File: src/lasc_cfg.svh
// holds the address map, bit positions, reset values and counts of the
// line alarm status and transmit control block
// assumes it is included by bare name in every file that needs a constant
`ifndef LASC_CFG_SVH
`define LASC_CFG_SVH

// channel count and port widths
`define LASC_NUM_CH 12
`define LASC_ADDR_W 8
`define LASC_DATA_W 8
`define LASC_IDX_W 4

// address layout: upper nibble picks the channel block, lower the register
`define LASC_BLK_HI 7
`define LASC_BLK_LO 4
`define LASC_OFF_HI 3
`define LASC_OFF_LO 0
`define LASC_OFF_STATUS 4'h3
`define LASC_OFF_TXCTL 4'h4
`define LASC_BLK_LOW_LAST 4'h5
`define LASC_BLK_HIGH_FIRST 4'h8
`define LASC_BLK_HIGH_LAST 4'hd
`define LASC_BLK_GAP 4'h2

// alarm status bits
`define LASC_ST_DMO_BIT 0
`define LASC_ST_LOS_BIT 1

// transmit control bits
`define LASC_TC_LEVEL_BIT 0
`define LASC_TC_EDGE_BIT 1
`define LASC_TC_AOS_BIT 2
`define LASC_TC_ERR_BIT 4
`define LASC_TC_MONSRC_BIT 5
`define LASC_TC_WR_MASK 8'h37
`define LASC_TC_RESET 8'h00
`define LASC_RD_IDLE 8'h00

// drive monitor: bit periods without a bipolar pulse before the alarm
`define LASC_DMON_CNT_W 8
`define LASC_DMON_LIMIT 8'h80
`define LASC_DMON_CNT_RESET 8'h00
`define LASC_DMON_CNT_STEP 8'h01

// synchroniser width: line clock, pad pos/neg, monitor pos/neg,
// three loss detectors, e3 mode
`define LASC_SYNC_W 9
`define LASC_SYNC_RESET 9'h000

`endif

File: src/lasc_pkg.sv
// holds the shared types of the line alarm status block
// assumes lasc_cfg.svh is on the include path
`include "lasc_cfg.svh"

package lasc_pkg;
    typedef logic [`LASC_DATA_W-1:0] lasc_byte_type;
    typedef logic [`LASC_IDX_W-1:0] lasc_idx_type;
    typedef logic [`LASC_DMON_CNT_W-1:0] lasc_cnt_type;
endpackage : lasc_pkg

File: src/lasc_chan_alarm.sv
// holds the per-channel alarm logic: loss of signal and drive monitor
// assumes all line-side inputs are asynchronous to clk_i and the line
// clock runs below half the rate of clk_i
`timescale 1ns/10ps
`default_nettype none
`include "lasc_cfg.svh"

module lasc_chan_alarm (
    // clock and reset
    input wire logic clk_i,
    input wire logic srst_i,
    // line side, asynchronous
    input wire logic line_clk_i,
    input wire logic tx_line_out_pos_i,
    input wire logic tx_line_out_neg_i,
    input wire logic monitor_in_pos_i,
    input wire logic monitor_in_neg_i,
    input wire logic los_digital_i,
    input wire logic los_analog_i,
    input wire logic los_g775_i,
    input wire logic e3_mode_i,
    // configuration, same clock
    input wire logic mon_internal_i,
    // status
    output logic drive_monitor_alarm_o,
    output logic signal_loss_defect_o
);
    logic [`LASC_SYNC_W-1:0] meta_q;
    logic [`LASC_SYNC_W-1:0] sync_q;
    logic line_clk_prev_q;
    lasc_pkg::lasc_cnt_type idle_cnt_q;
    lasc_pkg::lasc_cnt_type idle_cnt_d;
    logic dmo_q;
    logic dmo_d;
    logic los_q;

    // named views of the synchronised inputs
    wire line_clk_s = sync_q[0];
    wire pad_pos_s = sync_q[1];
    wire pad_neg_s = sync_q[2];
    wire mon_pos_s = sync_q[3];
    wire mon_neg_s = sync_q[4];
    wire los_dig_s = sync_q[5];
    wire los_ana_s = sync_q[6];
    wire los_g775_s = sync_q[7];
    wire e3_s = sync_q[8];

    // bit period enable and pulse seen in that period
    wire bit_tick = line_clk_s & ~line_clk_prev_q;
    wire sel_pos = mon_internal_i ? pad_pos_s : mon_pos_s;
    wire sel_neg = mon_internal_i ? pad_neg_s : mon_neg_s;
    wire pulse_seen = sel_pos | sel_neg;
    wire los_any = e3_s ? los_g775_s : (los_dig_s | los_ana_s);
    wire cnt_next_full =
        (idle_cnt_q + `LASC_DMON_CNT_STEP) == `LASC_DMON_LIMIT;

    // two-stage synchroniser for every line-side input
    always_ff @(posedge clk_i) begin
        if (srst_i) begin
            meta_q <= `LASC_SYNC_RESET;
            sync_q <= `LASC_SYNC_RESET;
        end else begin
            meta_q <= {e3_mode_i, los_g775_i, los_analog_i, los_digital_i,
                       monitor_in_neg_i, monitor_in_pos_i,
                       tx_line_out_neg_i, tx_line_out_pos_i, line_clk_i};
            sync_q <= meta_q;
        end
    end

    // idle bit-period count and alarm next state
    always_comb begin
        idle_cnt_d = idle_cnt_q;
        dmo_d = dmo_q;
        if (bit_tick) begin
            if (pulse_seen) begin
                idle_cnt_d = `LASC_DMON_CNT_RESET;
                dmo_d = 1'b0;
            end else if (!dmo_q) begin
                idle_cnt_d = idle_cnt_q + `LASC_DMON_CNT_STEP;
                dmo_d = cnt_next_full;
            end
        end
    end

    // state registers
    always_ff @(posedge clk_i) begin
        if (srst_i) begin
            line_clk_prev_q <= 1'b0;
            idle_cnt_q <= `LASC_DMON_CNT_RESET;
            dmo_q <= 1'b0;
            los_q <= 1'b0;
        end else begin
            line_clk_prev_q <= line_clk_s;
            idle_cnt_q <= idle_cnt_d;
            dmo_q <= dmo_d;
            los_q <= los_any;
        end
    end

    assign drive_monitor_alarm_o = dmo_q;
    assign signal_loss_defect_o = los_q;
endmodule : lasc_chan_alarm

`default_nettype wire

File: src/lasc_top.sv
// holds the twelve-channel alarm status and transmit control block with
// its parallel microprocessor register port
// assumes port strobes are synchronous to clk_i; line pins are not
//
// Contract
// loss is the digital or analog detector in DS3/STS-1, G.775 in E3.
// status bit 1 is read-only and shows the current loss of signal.
// the drive monitor seeks bipolar pulses at pads or monitor inputs.
// the drive-monitor alarm rises after 128 bit periods without a pulse.
// the drive-monitor alarm clears as soon as a bipolar pulse is seen.
// status bit 0 is read-only and shows the current drive-monitor alarm.
// tx control 7:0: rsvd, rsvd, source, error, rsvd, ones, edge, level.
// each of twelve channels has status at offset 3 of block 0-5 or 8-d.
// control bit 5 at 0 picks the monitor inputs, at 1 the pads.
// each pulse restarts the idle count; both status bits clear at reset.
`timescale 1ns/10ps
`default_nettype none
`include "lasc_cfg.svh"

module lasc_top (
    // clock and reset
    input wire logic clk_i,
    input wire logic srst_i,
    // microprocessor port
    input wire logic [`LASC_ADDR_W-1:0] addr_i,
    input wire logic wr_i,
    input wire logic rd_i,
    input wire logic [`LASC_DATA_W-1:0] wdata_i,
    output logic [`LASC_DATA_W-1:0] rdata_o,
    // per-channel line side
    input wire logic [`LASC_NUM_CH-1:0] line_clk_i,
    input wire logic [`LASC_NUM_CH-1:0] tx_line_out_pos_i,
    input wire logic [`LASC_NUM_CH-1:0] tx_line_out_neg_i,
    input wire logic [`LASC_NUM_CH-1:0] monitor_in_pos_i,
    input wire logic [`LASC_NUM_CH-1:0] monitor_in_neg_i,
    input wire logic [`LASC_NUM_CH-1:0] los_digital_i,
    input wire logic [`LASC_NUM_CH-1:0] los_analog_i,
    input wire logic [`LASC_NUM_CH-1:0] los_g775_i,
    input wire logic [`LASC_NUM_CH-1:0] e3_mode_i,
    // per-channel transmit controls
    output logic [`LASC_NUM_CH-1:0] tx_all_ones_force_o,
    output logic [`LASC_NUM_CH-1:0] tx_sample_edge_select_o,
    output logic [`LASC_NUM_CH-1:0] tx_output_level_select_o,
    output logic [`LASC_NUM_CH-1:0] prbs_error_insert_o,
    // per-channel alarms
    output logic [`LASC_NUM_CH-1:0] drive_monitor_alarm_o,
    output logic [`LASC_NUM_CH-1:0] signal_loss_defect_o
);
    lasc_pkg::lasc_byte_type tc_q [`LASC_NUM_CH];
    logic [`LASC_NUM_CH-1:0] err_pulse_q;
    logic [`LASC_NUM_CH-1:0] dmo_w;
    logic [`LASC_NUM_CH-1:0] los_w;
    lasc_pkg::lasc_byte_type rdata_q;
    lasc_pkg::lasc_byte_type rdata_d;

    // address decode: block nibble to channel index
    wire [`LASC_IDX_W-1:0] blk = addr_i[`LASC_BLK_HI:`LASC_BLK_LO];
    wire [`LASC_IDX_W-1:0] off = addr_i[`LASC_OFF_HI:`LASC_OFF_LO];
    wire blk_low = blk <= `LASC_BLK_LOW_LAST;
    wire blk_high = (blk >= `LASC_BLK_HIGH_FIRST) &&
                    (blk <= `LASC_BLK_HIGH_LAST);
    wire blk_ok = blk_low | blk_high;
    wire [`LASC_IDX_W-1:0] ch_idx = blk_low ? blk : blk - `LASC_BLK_GAP;
    wire hit_status = blk_ok && (off == `LASC_OFF_STATUS);
    wire hit_txctl = blk_ok && (off == `LASC_OFF_TXCTL);

    // read data selection; unmapped reads return zero
    wire [`LASC_DATA_W-1:0] status_rd = {
        {(`LASC_DATA_W-2){1'b0}},
        los_w[ch_idx],
        dmo_w[ch_idx]
    };
    wire [`LASC_DATA_W-1:0] txctl_rd = tc_q[ch_idx];

    always_comb begin
        rdata_d = rdata_q;
        if (rd_i) begin
            if (hit_status) begin
                rdata_d = status_rd;
            end else if (hit_txctl) begin
                rdata_d = txctl_rd;
            end else begin
                rdata_d = `LASC_RD_IDLE;
            end
        end
    end

    // read data register
    always_ff @(posedge clk_i) begin
        if (srst_i) begin
            rdata_q <= `LASC_RD_IDLE;
        end else begin
            rdata_q <= rdata_d;
        end
    end

    assign rdata_o = rdata_q;

    // one channel slice per channel
    genvar ch;
    generate
        for (ch = 0; ch < `LASC_NUM_CH; ch = ch + 1) begin : g_ch
            wire wr_sel = wr_i && hit_txctl &&
                          (ch_idx == lasc_pkg::lasc_idx_type'(ch));
            wire err_rise = wr_sel && wdata_i[`LASC_TC_ERR_BIT] &&
                            !tc_q[ch][`LASC_TC_ERR_BIT];

            // transmit control register; reserved bits stay zero
            always_ff @(posedge clk_i) begin
                if (srst_i) begin
                    tc_q[ch] <= `LASC_TC_RESET;
                    err_pulse_q[ch] <= 1'b0;
                end else begin
                    if (wr_sel) begin
                        tc_q[ch] <= wdata_i & `LASC_TC_WR_MASK;
                    end
                    err_pulse_q[ch] <= err_rise; // 0 to 1 inserts one error
                end
            end

            assign tx_all_ones_force_o[ch] = tc_q[ch][`LASC_TC_AOS_BIT];
            assign tx_sample_edge_select_o[ch] =
                tc_q[ch][`LASC_TC_EDGE_BIT];
            assign tx_output_level_select_o[ch] =
                tc_q[ch][`LASC_TC_LEVEL_BIT];
            assign prbs_error_insert_o[ch] = err_pulse_q[ch];

            lasc_chan_alarm u_alarm (
                .clk_i(clk_i),
                .srst_i(srst_i),
                .line_clk_i(line_clk_i[ch]),
                .tx_line_out_pos_i(tx_line_out_pos_i[ch]),
                .tx_line_out_neg_i(tx_line_out_neg_i[ch]),
                .monitor_in_pos_i(monitor_in_pos_i[ch]),
                .monitor_in_neg_i(monitor_in_neg_i[ch]),
                .los_digital_i(los_digital_i[ch]),
                .los_analog_i(los_analog_i[ch]),
                .los_g775_i(los_g775_i[ch]),
                .e3_mode_i(e3_mode_i[ch]),
                .mon_internal_i(tc_q[ch][`LASC_TC_MONSRC_BIT]),
                .drive_monitor_alarm_o(dmo_w[ch]),
                .signal_loss_defect_o(los_w[ch])
            );
        end
    endgenerate

    assign drive_monitor_alarm_o = dmo_w;
    assign signal_loss_defect_o = los_w;
endmodule : lasc_top

`default_nettype wire

File: config.mk
export PLATFORM = sky130hd
export DESIGN_NAME = lasc_top
export DESIGN_NICKNAME = d
export VERILOG_FILES = /design/src/lasc_pkg.sv /design/src/lasc_chan_alarm.sv /design/src/lasc_top.sv
export VERILOG_INCLUDE_DIRS = /design/src
export SDC_FILE = /design/constraint.sdc
export NUM_CORES = 1
export LEC_CHECK = 0
export BUFFER_PORTS_ARGS = -buffer_cell sky130_fd_sc_hd__buf_2
export CAP_MARGIN = 20
export CORE_MARGIN = 10
export CORE_UTILIZATION = 40
export CTS_CLUSTER_SIZE = 30
export DETAILED_ROUTE_END_ITERATION = 8
export PLACE_DENSITY_LB_ADDON = 0.3
export SLEW_MARGIN = 20
export SYNTH_ARGS = -nofsm -noshare
export SYNTH_HDL_FRONTEND = slang
export SYNTH_HIERARCHICAL = 1
export SYNTH_SLANG_ARGS = --single-unit
File: constraint.sdc
create_clock -name clk_i -period 2.1 [get_ports clk_i]
set_input_delay 0.21 -clock clk_i [delete_from_list [all_inputs] [get_ports clk_i]]
set_output_delay 0.21 -clock clk_i [all_outputs]
set_load 0.03 [all_outputs]
# [Yosys cells after proc, flatten, opt, wreduce, memory -nomap -nowiden]
# Memory sizes are Yosys's and may differ from the RTL's.
# Index checks and enable logic that the tools add are counted.
[classes] addsub=13 n_mul=0 div=0 n_lt_le_gt_ge=4 eq_ne=37 shifts=0 n_mux=141 bitwise=61 n_reduce_logical=65
[ops] cell="$mux W8" count=26
[ops] cell="$mux W1" count=100
[ops] cell="$add A8 B1 Y8 const B" count=12
[ops] cell="$eq A8 B8 Y1 const B" count=12
[ops] cell="$mux W5" count=12
[ops] cell="$logic_and A1 B1 Y1" count=40
[ops] cell="$or A1 B1 Y1" count=37
[ops] cell="$ne A2 B2 Y1 const B" count=12
[ops] cell="$reduce_and A2 Y1" count=12
[ops] cell="$eq A4 B3 Y1 const B" count=5
[ops] cell="$eq A4 B4 Y1 const B" count=4
[ops] cell="$and A1 B1 Y1" count=12
[ops] cell="$eq A4 B2 Y1 const B" count=3
[ops] cell="$logic_not A1 Y1" count=12
[ops] cell="$not A1 Y1" count=12
[ops] cell="$bmux W1 S4" count=2
[ops] cell="$lt A4 B5 Y1 const B" count=1
[ops] cell="$eq A4 B1 Y1 const B" count=1
[ops] cell="$ge A4 B4 Y1 const B" count=1
[ops] cell="$le A4 B3 Y1 const B" count=1
[ops] cell="$le A4 B4 Y1 const B" count=1
[ops] cell="$logic_not A4 Y1" count=1
[ops] cell="$mux W4" count=1
[ops] cell="$sub A4 B2 Y4 const B" count=1
[word_totals] reg_bits=368 latchBits=0 ramBits=60 mem_bits_ro=0 input_bits=128 out_inout_bits=80 elab_cells=407 memories=1
[mem_list] memory="tc_q" depth=12 width=5 read_ports=13 rd_clocked_by_memory_dff=0 write_ports=12 line_no="lasc_top.sv:49" text="lasc_pkg::lasc_byte_type tc_q [`LASC_NUM_CH];"

# [Logic depth before layout (Yosys ltp)]
# Gate-level depths: netlist of run 1.
[depth] word_depth=10 depth_mapped=9 mapped_depth_nobuf=8

# [Cells and area by module]
# The synthesis of run 1 kept the hierarchy.
[modules_own_cells] module="lasc_chan_alarm at g_ch[0].u_alarm ..." n_inst=11 cells_each=116 area_per_inst_um2=1136.1 seq_area_each_um2=580.6
[modules_own_cells] module="lasc_top" n_inst=1 cells_each=312 area_per_inst_um2=4096.4 seq_area_each_um2=2142.1
[modules_own_cells] module="lasc_chan_alarm at g_ch[5].u_alarm" n_inst=1 cells_each=116 area_per_inst_um2=1143.6 seq_area_each_um2=580.6

# [Least setup slack after synthesis of run 1]
# No wires, ideal clock.
[synth_path] path_type="input-to-reg" from="in addr_i[5]" to="reg rdata_q[1] (netlist: rdata_o[1])" setup_ps=120 arrival_time_ps=1767 required_time_ps=1980 setup_slack_ps=214 path_stages=9 path_buffers=1 path_cell_list="inv_1 -> ha_1 -> nand3b_1 -> a21oi_1 -> a31oi_1 -> buf_4 -> nand2b_1 -> a21oi_1 -> o31a_1"
[synth_between] elab_chain_len=6 word_cells_on_any_way=14 classes_between="add/sub: 1; order compare: 3; mux: 5; bitwise: 1; reduce/logical: 3; memory: 1"
[synth_rtl] element="start, declared" line_no="lasc_top.sv:25" text="input wire logic [`LASC_ADDR_W-1:0] addr_i,"
[synth_rtl] element="parallel branches: the longest is 5 deep, another holds $mem_v2 Z12 W5"
[synth_rtl] element="$mux W8 *" line_no="lasc_top.sv:78" text="if (hit_status) begin"
[synth_rtl] element="end signal, assigned" line_no="lasc_top.sv:91" text="rdata_q <= `LASC_RD_IDLE;"
[synth_rtl] element="end signal, assigned" line_no="lasc_top.sv:93" text="rdata_q <= rdata_d;"
[synth_rtl] element="end, declared" line_no="lasc_top.sv:53" text="lasc_pkg::lasc_byte_type rdata_q;"
# Mark *: on every way between the ends. The select of a mux whose other input is x is not followed.
# A chain may end at the register's enable or synchronous reset.

==> impl_results.html, run 1 <==
<table>
<tr><th>Metric</th><th>Value</th></tr>
<tr><th colspan="2">Run status</th></tr>
<tr><td>Status</td><td>finished, final reports clean</td></tr>
<tr><th colspan="2">Placed design</th></tr>
<tr><td>Worst slack at placement</td><td>8.048 ps</td></tr>
<tr><td>GPL Wtd Cong</td><td>0.8691</td></tr>
<tr><td>Total cell area at the placement stage</td><td>19210 um2</td></tr>
<tr><td>Detailed placer's ending HPWL</td><td>30.53 mm</td></tr>
<tr><td>Quantity of I/O buffers inserted on ports</td><td>201</td></tr>
<tr><td>Placed cells</td><td>2420</td></tr>
<tr><th colspan="2">STA</th></tr>
<tr><td>Setup repair after global routing missed its margin</td><td>no</td></tr>
<tr><td>Fin Clk Skew</td><td>27.38 ps</td></tr>
<tr><td>Period utilisation layout</td><td>0.9537</td></tr>
<tr><td>Slew headroom</td><td>0.6434</td></tr>
<tr><td>Min setup slack post-route</td><td>97.19 ps</td></tr>
<tr><td>Fmax</td><td>499.3 MHz</td></tr>
<tr><td>Time the worst path needs with I/O delays and setup</td><td>2003 ps</td></tr>
<tr><td>Worst hold slack across all endpoints</td><td>130.5 ps</td></tr>
<tr><td>Worst-margin pin slew</td><td>535.0 ps</td></tr>
<tr><td>Final Max Tran Viols</td><td>0</td></tr>
<tr><td>Number of setup violations in the final report</td><td>0</td></tr>
<tr><td>Total Negative Setup Slacks</td><td>0 ps</td></tr>
<tr><td>Final Hold Vio Count</td><td>0</td></tr>
<tr><th colspan="2">Routing</th></tr>
<tr><td>DRT iter0 DRCs</td><td>773</td></tr>
<tr><td>DRC Markers</td><td>0</td></tr>
<tr><td>Per-cell via count in the routed design</td><td>5.105</td></tr>
<tr><td>Highest routed layer</td><td>met5</td></tr>
<tr><td>DR pass1 iterations</td><td>5</td></tr>
<tr><td>Met2 wire len</td><td>20.13 mm</td></tr>
<tr><td>Total Wirelength</td><td>43.72 mm</td></tr>
<tr><td>Vias</td><td>13410</td></tr>
<tr><td>Routed WL per cell</td><td>16.65 um</td></tr>
<tr><td>Met3 wire len</td><td>3.159 mm</td></tr>
<tr><td>Length of routed wiring on met1</td><td>18.80 mm</td></tr>
<tr><td>DRT antenna net count</td><td>0</td></tr>
<tr><th colspan="2">Finish</th></tr>
<tr><td>Finished Layout Cells</td><td>2626</td></tr>
<tr><td>Fin nets</td><td>2148</td></tr>
<tr><td>Area of combinational cells with multiple inputs</td><td>7801 um2</td></tr>
<tr><td>Fraction of final layout cells with drive strength greater than 1</td><td>0.2077</td></tr>
<tr><td>Fill cell count</td><td>3944</td></tr>
<tr><td>FF/Latch Area</td><td>9109 um2</td></tr>
<tr><td>Layout Cell Area excl Fill</td><td>22090 um2</td></tr>
<tr><td>Finished Core Util</td><td>0.5016</td></tr>
<tr><td>Growth of design area from synthesis to finish</td><td>24.52%</td></tr>
<tr><th colspan="2">Synth</th></tr>
<tr><td>Xor/xnor cell area share of the yosys netlist</td><td>0.005926</td></tr>
<tr><td>Predominant post-synthesis flop cell</td><td>sky130_fd_sc_hd__dfxtp_1</td></tr>
<tr><td>Number of enable-type register cells in the synthesized netlist</td><td>60</td></tr>
<tr><td>Fraction of the yosys area taken by sequential cells</td><td>0.5135</td></tr>
<tr><td>Yosys warns</td><td>6</td></tr>
<tr><td>Synthesized area</td><td>17740 um2</td></tr>
<tr><td>Simple-Gate Fraction of Synth Area</td><td>0.2365</td></tr>
<tr><td>Share of the synthesized area in compound gates (AO/OA/AOI/OAI)</td><td>0.1510</td></tr>
<tr><td>Mean post-synth cell area</td><td>10.41 um2</td></tr>
<tr><td>Mapped Cells</td><td>1704</td></tr>
<tr><td>Share of synthesized flip-flops with an asynchronous set or reset</td><td>0</td></tr>
<tr><td>Combinational family with the most area after synthesis</td><td>simple AND/OR/NAND/NOR gates</td></tr>
<tr><td>Synth Area in Adders</td><td>0.01764</td></tr>
<tr><td>Post-synthesis sequential element count</td><td>425</td></tr>
<tr><td>Multiplexer share of the synthesized area</td><td>0.02765</td></tr>
<tr><td>Post-synthesis cell type count</td><td>57</td></tr>
<tr><th colspan="2">Job</th></tr>
<tr><td>Count of maximum capacitance violations</td><td>0</td></tr>
<tr><th colspan="2">Worst setup path</th></tr>
<tr><td>Setup crit start kind</td><td>register</td></tr>
<tr><td>Critical Path Sink Type</td><td>register</td></tr>
<tr><td>Worst flop-to-flop path endpoint</td><td>g_ch[3].u_alarm/idle_cnt_q[7]</td></tr>
<tr><td>Reg2reg start</td><td>tc_q[3][4]</td></tr>
<tr><td>Critical path peak fanout</td><td>6</td></tr>
<tr><td>Number of cells on the worst reg-to-reg path</td><td>5</td></tr>
<tr><td>Critical path arrival</td><td>2470 ps</td></tr>
<tr><td>Critical path required time</td><td>2570 ps</td></tr>
<tr><td>Worst R2R Setup Slack</td><td>100 ps</td></tr>
<tr><td>Crit path kind</td><td>register to register</td></tr>
<tr><th colspan="2">Pwr</th></tr>
<tr><td>Worst VDD drop</td><td>0.0005448 V</td></tr>
<tr><td>Power density normalized to cell area</td><td>847.5 nW/um2</td></tr>
<tr><td>Total power consumption of the routed design</td><td>18.72 mW</td></tr>
<tr><td>Leakage power of the design</td><td>8.538 nW</td></tr>
<tr><th colspan="2">Hold path</th></tr>
<tr><td>Worst hold-check path type</td><td>primary input to register</td></tr>
<tr><td>Hold path startpoint</td><td>wdata_i[2]</td></tr>
<tr><td>Cell depth of the worst min-delay path</td><td>2</td></tr>
<tr><td>End of the worst hold path</td><td>tc_q[4][2]</td></tr>
<tr><th colspan="2">Die</th></tr>
<tr><td>Core footprint</td><td>44030 um2</td></tr>
<tr><td>Die Ht</td><td>230.6 um</td></tr>
<tr><td>Die X</td><td>230.6 um</td></tr>
<tr><td>Row Count</td><td>77</td></tr>
<tr><td>Number of ports placed on the die boundary</td><td>208</td></tr>
<tr><td>Initial Util</td><td>0.4029</td></tr>
<tr><td>Die Footprint</td><td>53160 um2</td></tr>
<tr><th colspan="2">Global routing</th></tr>
<tr><td>Global-route wire length before repair</td><td>69.39 mm</td></tr>
<tr><td>Global-route usage over all layers</td><td>0.1606</td></tr>
<tr><td>Maximum number of pins on one net before global-route repair</td><td>51</td></tr>
<tr><td>Global-route congestion overflow total</td><td>0</td></tr>
<tr><td>Via count of the first global-routing pass</td><td>13090</td></tr>
<tr><td>Number of antenna violations at the first check in global routing</td><td>4</td></tr>
<tr><th colspan="2">Clocking</th></tr>
<tr><td>Clock buffers created by TritonCTS</td><td>46</td></tr>
<tr><td>Sinks on the clock net</td><td>425</td></tr>
<tr><td>Maximum clock insertion buffer count</td><td>3</td></tr>
<tr><td>Clock slew seen by the registers of the worst setup and hold paths</td><td>60 ps</td></tr>
<tr><td>Clock tree from TritonCTS</td><td>done</td></tr>
<tr><td>Clock H-tree levels</td><td>2</td></tr>
<tr><td>Latest clock arrival within the worst-skew pair</td><td>580 ps</td></tr>
<tr><td>Clock tree root buffer cell</td><td>sky130_fd_sc_hd__clkbuf_16</td></tr>
</table>
[worst max-delay path, cell delays in order (launching register included)]
cell and delay [ps]:
sky130_fd_sc_hd__edfxtp_1 520, sky130_fd_sc_hd__or3_4 440, sky130_fd_sc_hd__a211oi_4 320, sky130_fd_sc_hd__buf_4 190, sky130_fd_sc_hd__a41oi_1 130, sky130_fd_sc_hd__a311oi_1 280
[cell usage after synthesis, types with 36 or more instances]
cell type | instances | area (um2)
sky130_fd_sc_hd__dfxtp_1 | 365 | 7307
sky130_fd_sc_hd__nor2b_1 | 251 | 1570
sky130_fd_sc_hd__nand2_1 | 101 | 379.1
sky130_fd_sc_hd__a21oi_1 | 88 | 440.4
sky130_fd_sc_hd__o21ai_0 | 74 | 370.4
sky130_fd_sc_hd__nor2_1 | 73 | 274.0
sky130_fd_sc_hd__a311oi_1 | 60 | 525.5
sky130_fd_sc_hd__and2_1 | 60 | 375.4
sky130_fd_sc_hd__edfxtp_1 | 60 | 1802
sky130_fd_sc_hd__clkbuf_1 | 55 | 206.5
sky130_fd_sc_hd__a31oi_1 | 50 | 312.8
sky130_fd_sc_hd__nand3_1 | 48 | 240.2
sky130_fd_sc_hd__buf_4 | 44 | 330.3
sky130_fd_sc_hd__or2b_1 | 36 | 270.3
[worst max path at each step]
stage	startpoint	slack, ps	to
after floorplan	addr_i[5]	210	rdata_o[1]
after global placement	addr_i[5]	50	prbs_error_insert_o[5]
after detailed placement	addr_i[5]	8	prbs_error_insert_o[2]
after CTS	tc_q[2][4]	40	g_ch[2].u_alarm/idle_cnt_q[6]
after global routing	tc_q[6][4]	6	g_ch[6].u_alarm/idle_cnt_q[4]
final	tc_q[3][4]	100	g_ch[3].u_alarm/idle_cnt_q[7]
[routing by layer]
metal,vias up,GRT usage
met3,86,0.04268
met1,6364,0.1982
met4,2,0.07235
met5,-,0
li1,6620,-
met2,334,0.2593
[state kept, by name, summed over array words and instances, names as in the netlist]
register,count
g_ch.u_alarm/meta_q,108
g_ch.u_alarm/sync_q,108
g_ch.u_alarm/idle_cnt_q,96
tc_q,60
g_ch.u_alarm/drive_monitor_alarm_o,12
g_ch.u_alarm/line_clk_prev_q,12
g_ch.u_alarm/signal_loss_defect_o,12
prbs_error_insert_o,12
rdata_o,5
[report_power, final]
group | leakage [nW] | internal, mW | switching, mW
Sequential | 3.56 | 8.53 | 0.151
Clock | 0.829 | 5.35 | 3.36
Combinational | 4.15 | 0.647 | 0.681
[cells in the final DEF, fill, tap and decap left out, types with 10 or more instances in the layout]
cell / n
sky130_fd_sc_hd__a211o_1: 12
sky130_fd_sc_hd__a211oi_4: 12
sky130_fd_sc_hd__a21boi_0: 12
sky130_fd_sc_hd__a21oi_1: 88
sky130_fd_sc_hd__a311oi_1: 60
sky130_fd_sc_hd__a31oi_1: 50
sky130_fd_sc_hd__a41oi_1: 11
sky130_fd_sc_hd__and2_1: 60
sky130_fd_sc_hd__and3_1: 25
sky130_fd_sc_hd__and4_1: 12
sky130_fd_sc_hd__buf_2: 200
sky130_fd_sc_hd__buf_4: 59
sky130_fd_sc_hd__clkbuf_16: 50
sky130_fd_sc_hd__clkinv_2: 10
sky130_fd_sc_hd__dfxtp_1: 365
sky130_fd_sc_hd__dlygate4sd3_1: 113
sky130_fd_sc_hd__edfxtp_1: 60
sky130_fd_sc_hd__ha_1: 25
sky130_fd_sc_hd__mux4_2: 19
sky130_fd_sc_hd__nand2_1: 101
sky130_fd_sc_hd__nand2b_1: 18
sky130_fd_sc_hd__nand3_1: 48
sky130_fd_sc_hd__nor2_1: 73
sky130_fd_sc_hd__nor2b_1: 251
sky130_fd_sc_hd__nor4_1: 12
sky130_fd_sc_hd__o2111ai_1: 12
sky130_fd_sc_hd__o21ai_0: 74
sky130_fd_sc_hd__o21bai_1: 12
sky130_fd_sc_hd__o22a_1: 12
sky130_fd_sc_hd__o31ai_1: 15
sky130_fd_sc_hd__or2b_1: 36
sky130_fd_sc_hd__or3_4: 12
sky130_fd_sc_hd__or3b_1: 12
sky130_fd_sc_hd__or3b_4: 12
sky130_fd_sc_hd__xor2_1: 12
[kinds of logic (layout without fill, tap and decap cells)]
| family | count (synthesis) | after routing |
|---|---|---|
| compound gates | 380 | 380 |
| xor+xnor | 12 | 12 |
| fa+ha+maj | 25 | 25 |
| buf+inv | 144 | 470 |
| flops | 425 | 425 |
| mux | 22 | 22 |
| other cells | 1 | 5 |
| simple gates | 695 | 695 |
[final cells by class]
class                      count  share of cell area
antenna                        2           0.0002266
clock buffer                  60             0.06169
tap                          592             0.03354
clock inverter                25             0.01411
multi-input combinational   1137              0.3532
inverter                       4           0.0006798
timing repair buffer         381              0.1241
sequential                   425              0.4124
[timing repair]
action                                  CTS  global route
resized for setup                         0             1
setup buffers                             0             6
endpoints found under the setup margin    0            18
hold buffers                            113             0
hold endpoints to repair                114             0
Note: power is estimated with default switching activity, not from simulation.
==> run 2, diff against run 1 <==
--- a/config.mk
+++ b/config.mk
@@ -13,6 +13,7 @@
 export CTS_CLUSTER_SIZE = 30
 export DETAILED_ROUTE_END_ITERATION = 8
 export PLACE_DENSITY_LB_ADDON = 0.3
+export RECOVER_POWER = 50
 export SLEW_MARGIN = 20
 export SYNTH_ARGS = -nofsm -noshare
 export SYNTH_HDL_FRONTEND = slang
==> run 2 against run 1 <==
Clock skew up 0.75 ps. Non-clock buffer count unchanged. Power fell by 0.13%. Critical path depth is the same. Die area unchanged. Combinational power hardly changed. Flip-flop and latch count did not move. Final cell count barely moved. Register-to-register slack hardly changed. Sequential power is essentially flat. Worst hold slack worse by 1.9 ps. Critical path type unchanged. Largest power group unchanged. Highest routed layer unchanged.
==> impl_results.html, run 2 (same netlist as run 1, synthesis figures left out) <==
<table>
<tr><th>Metric</th><th>Value</th></tr>
<tr><th colspan="2">Run status</th></tr>
<tr><td>Status</td><td>finished, final reports clean</td></tr>
<tr><th colspan="2">Clocking</th></tr>
<tr><td>Sinks on the clock net</td><td>425 (unchanged)</td></tr>
<tr><td>Latest clock arrival within the worst-skew pair</td><td>580 ps (about the same)</td></tr>
<tr><td>Clock slew seen by the registers of the worst setup and hold paths</td><td>60 ps (about the same)</td></tr>
<tr><td>Clock H-tree levels</td><td>2 (unchanged)</td></tr>
<tr><td>Maximum clock insertion buffer count</td><td>3 (unchanged)</td></tr>
<tr><td>Clock tree from TritonCTS</td><td>done</td></tr>
<tr><td>Clock tree root buffer cell</td><td>sky130_fd_sc_hd__clkbuf_16</td></tr>
<tr><td>Clock buffers created by TritonCTS</td><td>46 (unchanged)</td></tr>
<tr><th colspan="2">STA</th></tr>
<tr><td>Worst-margin pin slew</td><td>1002 ps (+466.7 ps)</td></tr>
<tr><td>Time the worst path needs with I/O delays and setup</td><td>2011 ps (+8.003 ps)</td></tr>
<tr><td>Setup repair after global routing missed its margin</td><td>no</td></tr>
<tr><td>Fmax</td><td>497.3 MHz (-0.40%)</td></tr>
<tr><td>Final Max Tran Viols</td><td>0 (unchanged)</td></tr>
<tr><td>Number of setup violations in the final report</td><td>0 (unchanged)</td></tr>
<tr><td>Fin Clk Skew</td><td>28.13 ps (+0.7459 ps)</td></tr>
<tr><td>Final Hold Vio Count</td><td>0 (unchanged)</td></tr>
<tr><td>Slew headroom</td><td>0.3322 (-0.3111)</td></tr>
<tr><td>Total Negative Setup Slacks</td><td>0 ps (unchanged)</td></tr>
<tr><td>Worst hold slack across all endpoints</td><td>128.5 ps (-1.946 ps)</td></tr>
<tr><td>Period utilisation layout</td><td>0.9575 (+0.003811)</td></tr>
<tr><th colspan="2">Worst setup path</th></tr>
<tr><td>Critical path peak fanout</td><td>6 (unchanged)</td></tr>
<tr><td>Crit path max-delay family</td><td>compound AO/OA/AOI/OAI gates</td></tr>
<tr><td>Crit path buf inv count</td><td>1 (unchanged)</td></tr>
<tr><td>Largest stage delay on the critical path</td><td>520 ps (about the same)</td></tr>
<tr><td>Critical-path cell with the highest stage delay</td><td>sky130_fd_sc_hd__edfxtp_1</td></tr>
<tr><td>Critical path arrival</td><td>2480 ps (about the same)</td></tr>
<tr><td>Timing startpoint of the critical path</td><td>tc_q[3][4]</td></tr>
<tr><td>Setup crit start kind</td><td>register</td></tr>
<tr><td>Crit path kind</td><td>register to register</td></tr>
<tr><td>Critical path, cell by cell</td><td>or3_4 &gt; a211oi_4 &gt; buf_4 &gt; a41oi_1 &gt; a311oi_1</td></tr>
<tr><td>Critical Path Sink Type</td><td>register</td></tr>
<tr><td>Reg2reg start</td><td>tc_q[3][4]</td></tr>
<tr><td>Critical path required time</td><td>2570 ps (about the same)</td></tr>
<tr><th colspan="2">Finish</th></tr>
<tr><td>FF/Latch Area</td><td>9109 um2 (unchanged)</td></tr>
<tr><td>Fraction of final layout cells with drive strength greater than 1</td><td>0.1870 (-0.02067)</td></tr>
<tr><td>Fin nets</td><td>2148 (unchanged)</td></tr>
<tr><td>Fill cell count</td><td>3967 (+0.58%)</td></tr>
<tr><td>Area of combinational cells with multiple inputs</td><td>7801 um2 (unchanged)</td></tr>
<tr><td>Growth of design area from synthesis to finish</td><td>23.84%</td></tr>
<tr><td>Biggest registers after layout</td><td>g_ch.u_alarm/meta_q x108, g_ch.u_alarm/sync_q x108, g_ch.u_alarm/idle_cnt_q x96</td></tr>
<tr><td>Leading cell type in the layout, fill and taps excluded</td><td>sky130_fd_sc_hd__dfxtp_1</td></tr>
<tr><td>Commonest non-fill, non-tap cells in the layout</td><td>sky130_fd_sc_hd__dfxtp_1, sky130_fd_sc_hd__nor2b_1, sky130_fd_sc_hd__buf_2</td></tr>
<tr><th colspan="2">Die</th></tr>
<tr><td>Die Ht</td><td>230.6 um (unchanged)</td></tr>
<tr><td>Number of ports placed on the die boundary</td><td>208 (unchanged)</td></tr>
<tr><td>Die X</td><td>230.6 um (unchanged)</td></tr>
<tr><td>Core footprint</td><td>44030 um2 (unchanged)</td></tr>
<tr><td>Die Footprint</td><td>53160 um2 (unchanged)</td></tr>
<tr><td>Initial Util</td><td>0.4029 (unchanged)</td></tr>
<tr><td>Row Count</td><td>77 (unchanged)</td></tr>
<tr><th colspan="2">Global routing</th></tr>
<tr><td>Number of antenna violations at the first check in global routing</td><td>4 (unchanged)</td></tr>
<tr><td>Maximum number of pins on one net before global-route repair</td><td>51 (unchanged)</td></tr>
<tr><td>Via count of the first global-routing pass</td><td>13090 (unchanged)</td></tr>
<tr><td>Global-route congestion overflow total</td><td>0 (unchanged)</td></tr>
<tr><td>Global-route usage over all layers</td><td>0.1606 (unchanged)</td></tr>
<tr><td>Global-route wire length before repair</td><td>69.39 mm (unchanged)</td></tr>
<tr><th colspan="2">Pwr</th></tr>
<tr><td>Worst VDD drop</td><td>0.0005449 V (about the same)</td></tr>
<tr><td>Leakage power of the design</td><td>8.370 nW (-2.0%)</td></tr>
<tr><td>Power density normalized to cell area</td><td>851.0 nW/um2 (+0.41%)</td></tr>
<tr><th colspan="2">Routing</th></tr>
<tr><td>DR pass1 iterations</td><td>5 (unchanged)</td></tr>
<tr><td>Total Wirelength</td><td>43.70 mm (about the same)</td></tr>
<tr><td>DRC Markers</td><td>0 (unchanged)</td></tr>
<tr><td>Per-cell via count in the routed design</td><td>5.102 (about the same)</td></tr>
<tr><td>Routed WL per cell</td><td>16.65 um (about the same)</td></tr>
<tr><td>DRT antenna net count</td><td>0 (unchanged)</td></tr>
<tr><td>Vias</td><td>13390 (-0.090%)</td></tr>
<tr><td>DRT iter0 DRCs</td><td>749 (-3.1%)</td></tr>
<tr><th colspan="2">Hold path</th></tr>
<tr><td>Worst hold-check path type</td><td>primary input to register</td></tr>
<tr><td>Hold path startpoint</td><td>wdata_i[0]</td></tr>
<tr><th colspan="2">Placed design</th></tr>
<tr><td>Detailed placer's ending HPWL</td><td>30.53 mm (unchanged)</td></tr>
<tr><td>GPL Wtd Cong</td><td>0.8691 (unchanged)</td></tr>
<tr><td>Quantity of I/O buffers inserted on ports</td><td>201 (unchanged)</td></tr>
<tr><th colspan="2">Job</th></tr>
<tr><td>Count of maximum capacitance violations</td><td>0 (unchanged)</td></tr>
</table>
==> run 2: changes by cell type in the layout (fill, tap and decap cells not counted), sizes merged <==
cell and delta:
buf -54, clkbuf +54, diode -1
==> run 2: cell type report <==
cell class | count | area share
well taps | 592 | 0.03372
inverters | 4 | 0.0006835
flip-flops and latches | 425 | 0.4147
repair buffers | 381 | 0.1194
clock inverters | 25 | 0.01418
multi-input cells | 1137 | 0.3551
diodes | 1 | 0.0001139
clock buffers | 60 | 0.06203
==> run 2: path summary, 6_finish.rpt <==
| check | to | cells past startpoint | slack [ps] |
|---|---|---|---|
| worst max-delay path | g_ch[3].u_alarm/idle_cnt_q[7] | 5 | 90 |
| worst min-delay path | tc_q[5][0] | 2 | 130 |
| worst max register to register | g_ch[3].u_alarm/idle_cnt_q[7] | 5 | 90 |
| worst min register to register | g_ch[10].u_alarm/sync_q[4] | 1 | 430 |
==> run 2: metrics by stage <==
stage / worst slack [ps] / power (mW) / area, um2 / std cells / utilization
2_1_floorplan: 213.6 / 9.599 / 17740 / 1706 / -
3_3_place_gp: 50.33 / 9.988 / 19210 / 2420 / 0.4364
3_5_place_dp: 8.048 / 10.01 / 19210 / 2420 / 0.4364
4_1_cts: 39.70 / 18.96 / 22020 / 2618 / 0.5001
5_1_grt: 1.708 / 19.40 / 21970 / 2625 / 0.4989
6_report: 89.19 / 18.69 / 21970 / 2625 / 0.4989
==> run 2: repair_timing <==
| action | 4_1_cts | 5_1_grt |
|---|---|---|
| buffers inserted | 0 | 6 |
| resized for setup | 0 | 1 |
| setup endpoints to repair | 0 | 18 |
| endpoints found under the hold margin | 114 | 0 |
| hold buffers | 113 | 0 |
==> run 2: report_power, final <==
part	switching, mW	internal (mW)	total, mW
registers	0.151	8.53	8.68
clock network	3.36	5.35	8.71
logic	0.679	0.625	1.30
==> run 2: metal layers <==
metal	wire length, um	GRT usage	vias up	share of wire
met4	1512	0.07235	2	0.035
li1	-	-	6619	-
met5	7	0	-	0.00016
met3	2792	0.04268	82	0.064
met1	19110	0.1982	6388	0.44
met2	20270	0.2593	303	0.46
==> run 3, diff against run 2 <==
==> constraint.sdc (replaced) <==
create_clock -name clk_i -period 2.1 [get_ports clk_i]
set_input_delay 0.105 -clock clk_i [delete_from_list [all_inputs] [get_ports clk_i]]
set_output_delay 0.105 -clock clk_i [all_outputs]
set_load 0.03 [all_outputs]
==> run 3 against run 2 <==
Final cell count is 0.65% higher. Combinational power about the same. Clock power fell by 7.8%. Register-to-register slack got worse by 40 ps. Largest cell class unchanged. Clock-buffer cell count is the same.
==> impl_results.html, run 3 (same netlist as run 1, synthesis figures left out) <==
<table>
<tr><th>Metric</th><th>Value</th></tr>
<tr><th colspan="2">Clocking</th></tr>
<tr><td>Clock buffers created by TritonCTS</td><td>46 (unchanged)</td></tr>
<tr><td>Clock tree from TritonCTS</td><td>done</td></tr>
<tr><td>Clock tree root buffer cell</td><td>sky130_fd_sc_hd__clkbuf_16</td></tr>
<tr><td>Clock slew seen by the registers of the worst setup and hold paths</td><td>60 ps (about the same)</td></tr>
<tr><td>Sinks on the clock net</td><td>425 (unchanged)</td></tr>
<tr><td>Clock H-tree levels</td><td>2 (unchanged)</td></tr>
<tr><td>Latest clock arrival within the worst-skew pair</td><td>570 ps (about the same)</td></tr>
<tr><td>Maximum clock insertion buffer count</td><td>3 (unchanged)</td></tr>
<tr><th colspan="2">Routing</th></tr>
<tr><td>Vias</td><td>13420 (+0.22%)</td></tr>
<tr><td>DRT antenna net count</td><td>0 (unchanged)</td></tr>
<tr><td>Routed WL per cell</td><td>16.72 um (+0.47%)</td></tr>
<tr><td>DRC Markers</td><td>0 (unchanged)</td></tr>
<tr><td>DR pass1 iterations</td><td>7 (+2)</td></tr>
<tr><td>Total Wirelength</td><td>44.19 mm (+1.1%)</td></tr>
<tr><td>Per-cell via count in the routed design</td><td>5.081 (-0.43%)</td></tr>
<tr><td>DRT iter0 DRCs</td><td>992 (+32%)</td></tr>
<tr><th colspan="2">Finish</th></tr>
<tr><td>Finished Layout Cells</td><td>2642 (+0.65%)</td></tr>
<tr><td>Fin nets</td><td>2168 (+0.93%)</td></tr>
<tr><td>Growth of design area from synthesis to finish</td><td>23.81% (about the same)</td></tr>
<tr><td>Fraction of final layout cells with drive strength greater than 1</td><td>0.1751 (-0.01189)</td></tr>
<tr><td># diodes</td><td>0 (-1)</td></tr>
<tr><td>Commonest non-fill, non-tap cells in the layout</td><td>sky130_fd_sc_hd__dfxtp_1, sky130_fd_sc_hd__nor2b_1, sky130_fd_sc_hd__buf_2</td></tr>
<tr><td>Leading cell type in the layout, fill and taps excluded</td><td>sky130_fd_sc_hd__dfxtp_1</td></tr>
<tr><td>Biggest registers after layout</td><td>g_ch.u_alarm/meta_q x108, g_ch.u_alarm/sync_q x108, g_ch.u_alarm/idle_cnt_q x96</td></tr>
<tr><td>Finished Core Util</td><td>0.4988 (about the same)</td></tr>
<tr><td>Layout Cell Area excl Fill</td><td>21960 um2 (about the same)</td></tr>
<tr><th colspan="2">Pwr</th></tr>
<tr><td>Gate power share</td><td>0.074 (+0.004)</td></tr>
<tr><td>Worst VDD drop</td><td>0.0005568 V (+2.2%)</td></tr>
<tr><td>Power density normalized to cell area</td><td>821.1 nW/um2 (-3.5%)</td></tr>
<tr><td>Total power consumption of the routed design</td><td>18.03 mW (-3.5%)</td></tr>
<tr><td>Switch Pwr</td><td>4.106 mW (-2.1%)</td></tr>
<tr><td>Internal</td><td>13.93 mW (-4.0%)</td></tr>
<tr><td>Leakage power of the design</td><td>8.332 nW (-0.45%)</td></tr>
<tr><td>Fraction of power consumed by sequential logic</td><td>0.481 (+0.017)</td></tr>
<tr><td>Clock power share</td><td>0.445 (-0.021)</td></tr>
<tr><td>Share of total power consumed by net switching</td><td>0.2277 (+0.003372)</td></tr>
<tr><th colspan="2">Worst setup path</th></tr>
<tr><td>Crit path buf inv count</td><td>1 (unchanged)</td></tr>
<tr><td>Critical path peak fanout</td><td>5 (-1)</td></tr>
<tr><td>Critical Path Sink Type</td><td>register</td></tr>
<tr><td>Crit path kind</td><td>register to register</td></tr>
<tr><td>Critical path arrival</td><td>2540 ps (+60 ps)</td></tr>
<tr><td>Worst R2R Setup Slack</td><td>40 ps (-40 ps)</td></tr>
<tr><td>Critical path, cell by cell</td><td>or3b_4 &gt; a211oi_4 &gt; buf_4 &gt; or3b_1 &gt; a31oi_1</td></tr>
<tr><td>Critical-path cell with the highest stage delay</td><td>sky130_fd_sc_hd__edfxtp_1</td></tr>
<tr><td>Critical path required time</td><td>2590 ps (+20 ps)</td></tr>
<tr><td>Largest stage delay on the critical path</td><td>520 ps (about the same)</td></tr>
<tr><td>Setup crit start kind</td><td>register</td></tr>
<tr><td>Crit path max-delay family</td><td>simple AND/OR/NAND/NOR gates</td></tr>
<tr><th colspan="2">STA</th></tr>
<tr><td>Time the worst path needs with I/O delays and setup</td><td>2055 ps (+44.56 ps)</td></tr>
<tr><td>Period utilisation layout</td><td>0.9787 (+0.02122)</td></tr>
<tr><td>Worst-margin pin slew</td><td>1159 ps (+157.5 ps)</td></tr>
<tr><td>Fmax</td><td>486.5 MHz (-2.2%)</td></tr>
<tr><td>Slew headroom</td><td>0.2272 (-0.1050)</td></tr>
<tr><td>Fin Clk Skew</td><td>16.01 ps (-12.11 ps)</td></tr>
<tr><td>Final Max Tran Viols</td><td>0 (unchanged)</td></tr>
<tr><td>Final Hold Vio Count</td><td>0 (unchanged)</td></tr>
<tr><td>Worst hold slack across all endpoints</td><td>37.88 ps (-90.65 ps)</td></tr>
<tr><td>Number of setup violations in the final report</td><td>0 (unchanged)</td></tr>
<tr><th colspan="2">Global routing</th></tr>
<tr><td>Via count of the first global-routing pass</td><td>12690 (-3.1%)</td></tr>
<tr><td>Number of antenna violations at the first check in global routing</td><td>3 (-1)</td></tr>
<tr><td>Maximum number of pins on one net before global-route repair</td><td>58 (+14%)</td></tr>
<tr><td>Global-route congestion overflow total</td><td>0 (unchanged)</td></tr>
<tr><td>Global-route wire length before repair</td><td>69.38 mm (about the same)</td></tr>
<tr><td>Global-route usage over all layers</td><td>0.1610 (+0.0003527)</td></tr>
<tr><th colspan="2">Job</th></tr>
<tr><td>Count of maximum capacitance violations</td><td>0 (unchanged)</td></tr>
<tr><th colspan="2">Die</th></tr>
<tr><td>Core footprint</td><td>44030 um2 (unchanged)</td></tr>
<tr><td>Die Footprint</td><td>53160 um2 (unchanged)</td></tr>
<tr><td>Number of ports placed on the die boundary</td><td>208 (unchanged)</td></tr>
<tr><td>Initial Util</td><td>0.4029 (unchanged)</td></tr>
<tr><td>Die Ht</td><td>230.6 um (unchanged)</td></tr>
<tr><td>Row Count</td><td>77 (unchanged)</td></tr>
<tr><td>Die X</td><td>230.6 um (unchanged)</td></tr>
<tr><th colspan="2">Placed design</th></tr>
<tr><td>Placed cells</td><td>2422 (+0.083%)</td></tr>
<tr><td>Total cell area at the placement stage</td><td>19200 um2 (about the same)</td></tr>
<tr><td>GPL Wtd Cong</td><td>0.8615 (-0.87%)</td></tr>
<tr><td>Detailed placer's ending HPWL</td><td>30.76 mm (+0.75%)</td></tr>
<tr><td>Quantity of I/O buffers inserted on ports</td><td>201 (unchanged)</td></tr>
<tr><th colspan="2">Run status</th></tr>
<tr><td>Status</td><td>finished, final reports clean</td></tr>
<tr><th colspan="2">Hold path</th></tr>
<tr><td>Worst hold-check path type</td><td>primary input to register</td></tr>
</table>
[run 3: cell types whose count changed in the layout (fill, tap and decap cells not counted), moves of 6 or more]
cell,before,now
sky130_fd_sc_hd__buf_2,162,139
sky130_fd_sc_hd__clkbuf_2,12,6
sky130_fd_sc_hd__dlygate4sd3_1,113,122
sky130_fd_sc_hd__buf_4,45,63
sky130_fd_sc_hd__clkbuf_1,44,72
[run 3: final timing paths]
| path | startpoint | to | cells after the start |
|---|---|---|---|
| worst max-delay path | tc_q[2][4] | g_ch[2].u_alarm/idle_cnt_q[6] | 5 |
| worst min-delay path | wdata_i[5] | tc_q[0][4] | 2 |
| worst max register to register | tc_q[2][4] | g_ch[2].u_alarm/idle_cnt_q[6] | 5 |
| worst min register to register | g_ch[9].u_alarm/meta_q[1] | g_ch[9].u_alarm/sync_q[1] | 1 |
[run 3: metrics by stage]
| step | setup WS (ps) | TNS [ps] |
|---|---|---|
| detailed placement | 38.96 | 0 |
| global placement | 103.0 | 0 |
| finish | 44.63 | 0 |
| floorplan | 318.6 | 0 |
| global route | -7.930 | -8.304 |
| CTS | 3.572 | 0 |
[run 3: layer usage]
metal / share of wire / global-route usage / routed length, um / vias up
li1: - / - / - / 6643
met1: 0.44 / 0.2031 / 19290 / 6347
met2: 0.46 / 0.2590 / 20390 / 337
met3: 0.072 / 0.04648 / 3160 / 92
met4: 0.030 / 0.05632 / 1322 / 4
met5: 0.00054 / 0 / 24 / -
[run 3: area by class of cell]
class / count / area (um2)
Fill cell: 4000 / 22070
Sequential cell: 425 / 9109
Multi-Input combinational cell: 1137 / 7807
Timing Repair Buffer: 401 / 2779
Clock buffer: 60 / 1308
Tap cell: 592 / 740.7
Clock inverter: 23 / 201.4
Inverter: 4 / 15.01
[run 3: what timing repair did]
action,in CTS,in global routing
setup endpoints to repair,0,22
buffers inserted,0,15
hold buffers,122,0
gates resized for setup,0,1
hold endpoints to repair,142,0
[run 3: power groups by stage]
stage	sequential (mW)	clock, mW	combinational, mW
4_1_cts	8.67	8.27	1.34
2_1_floorplan	8.81	0	0.793
3_5_place_dp	8.85	0	1.16
5_1_grt	8.70	8.56	1.45
3_3_place_gp	8.84	0	1.14
6_report	8.67	8.03	1.33
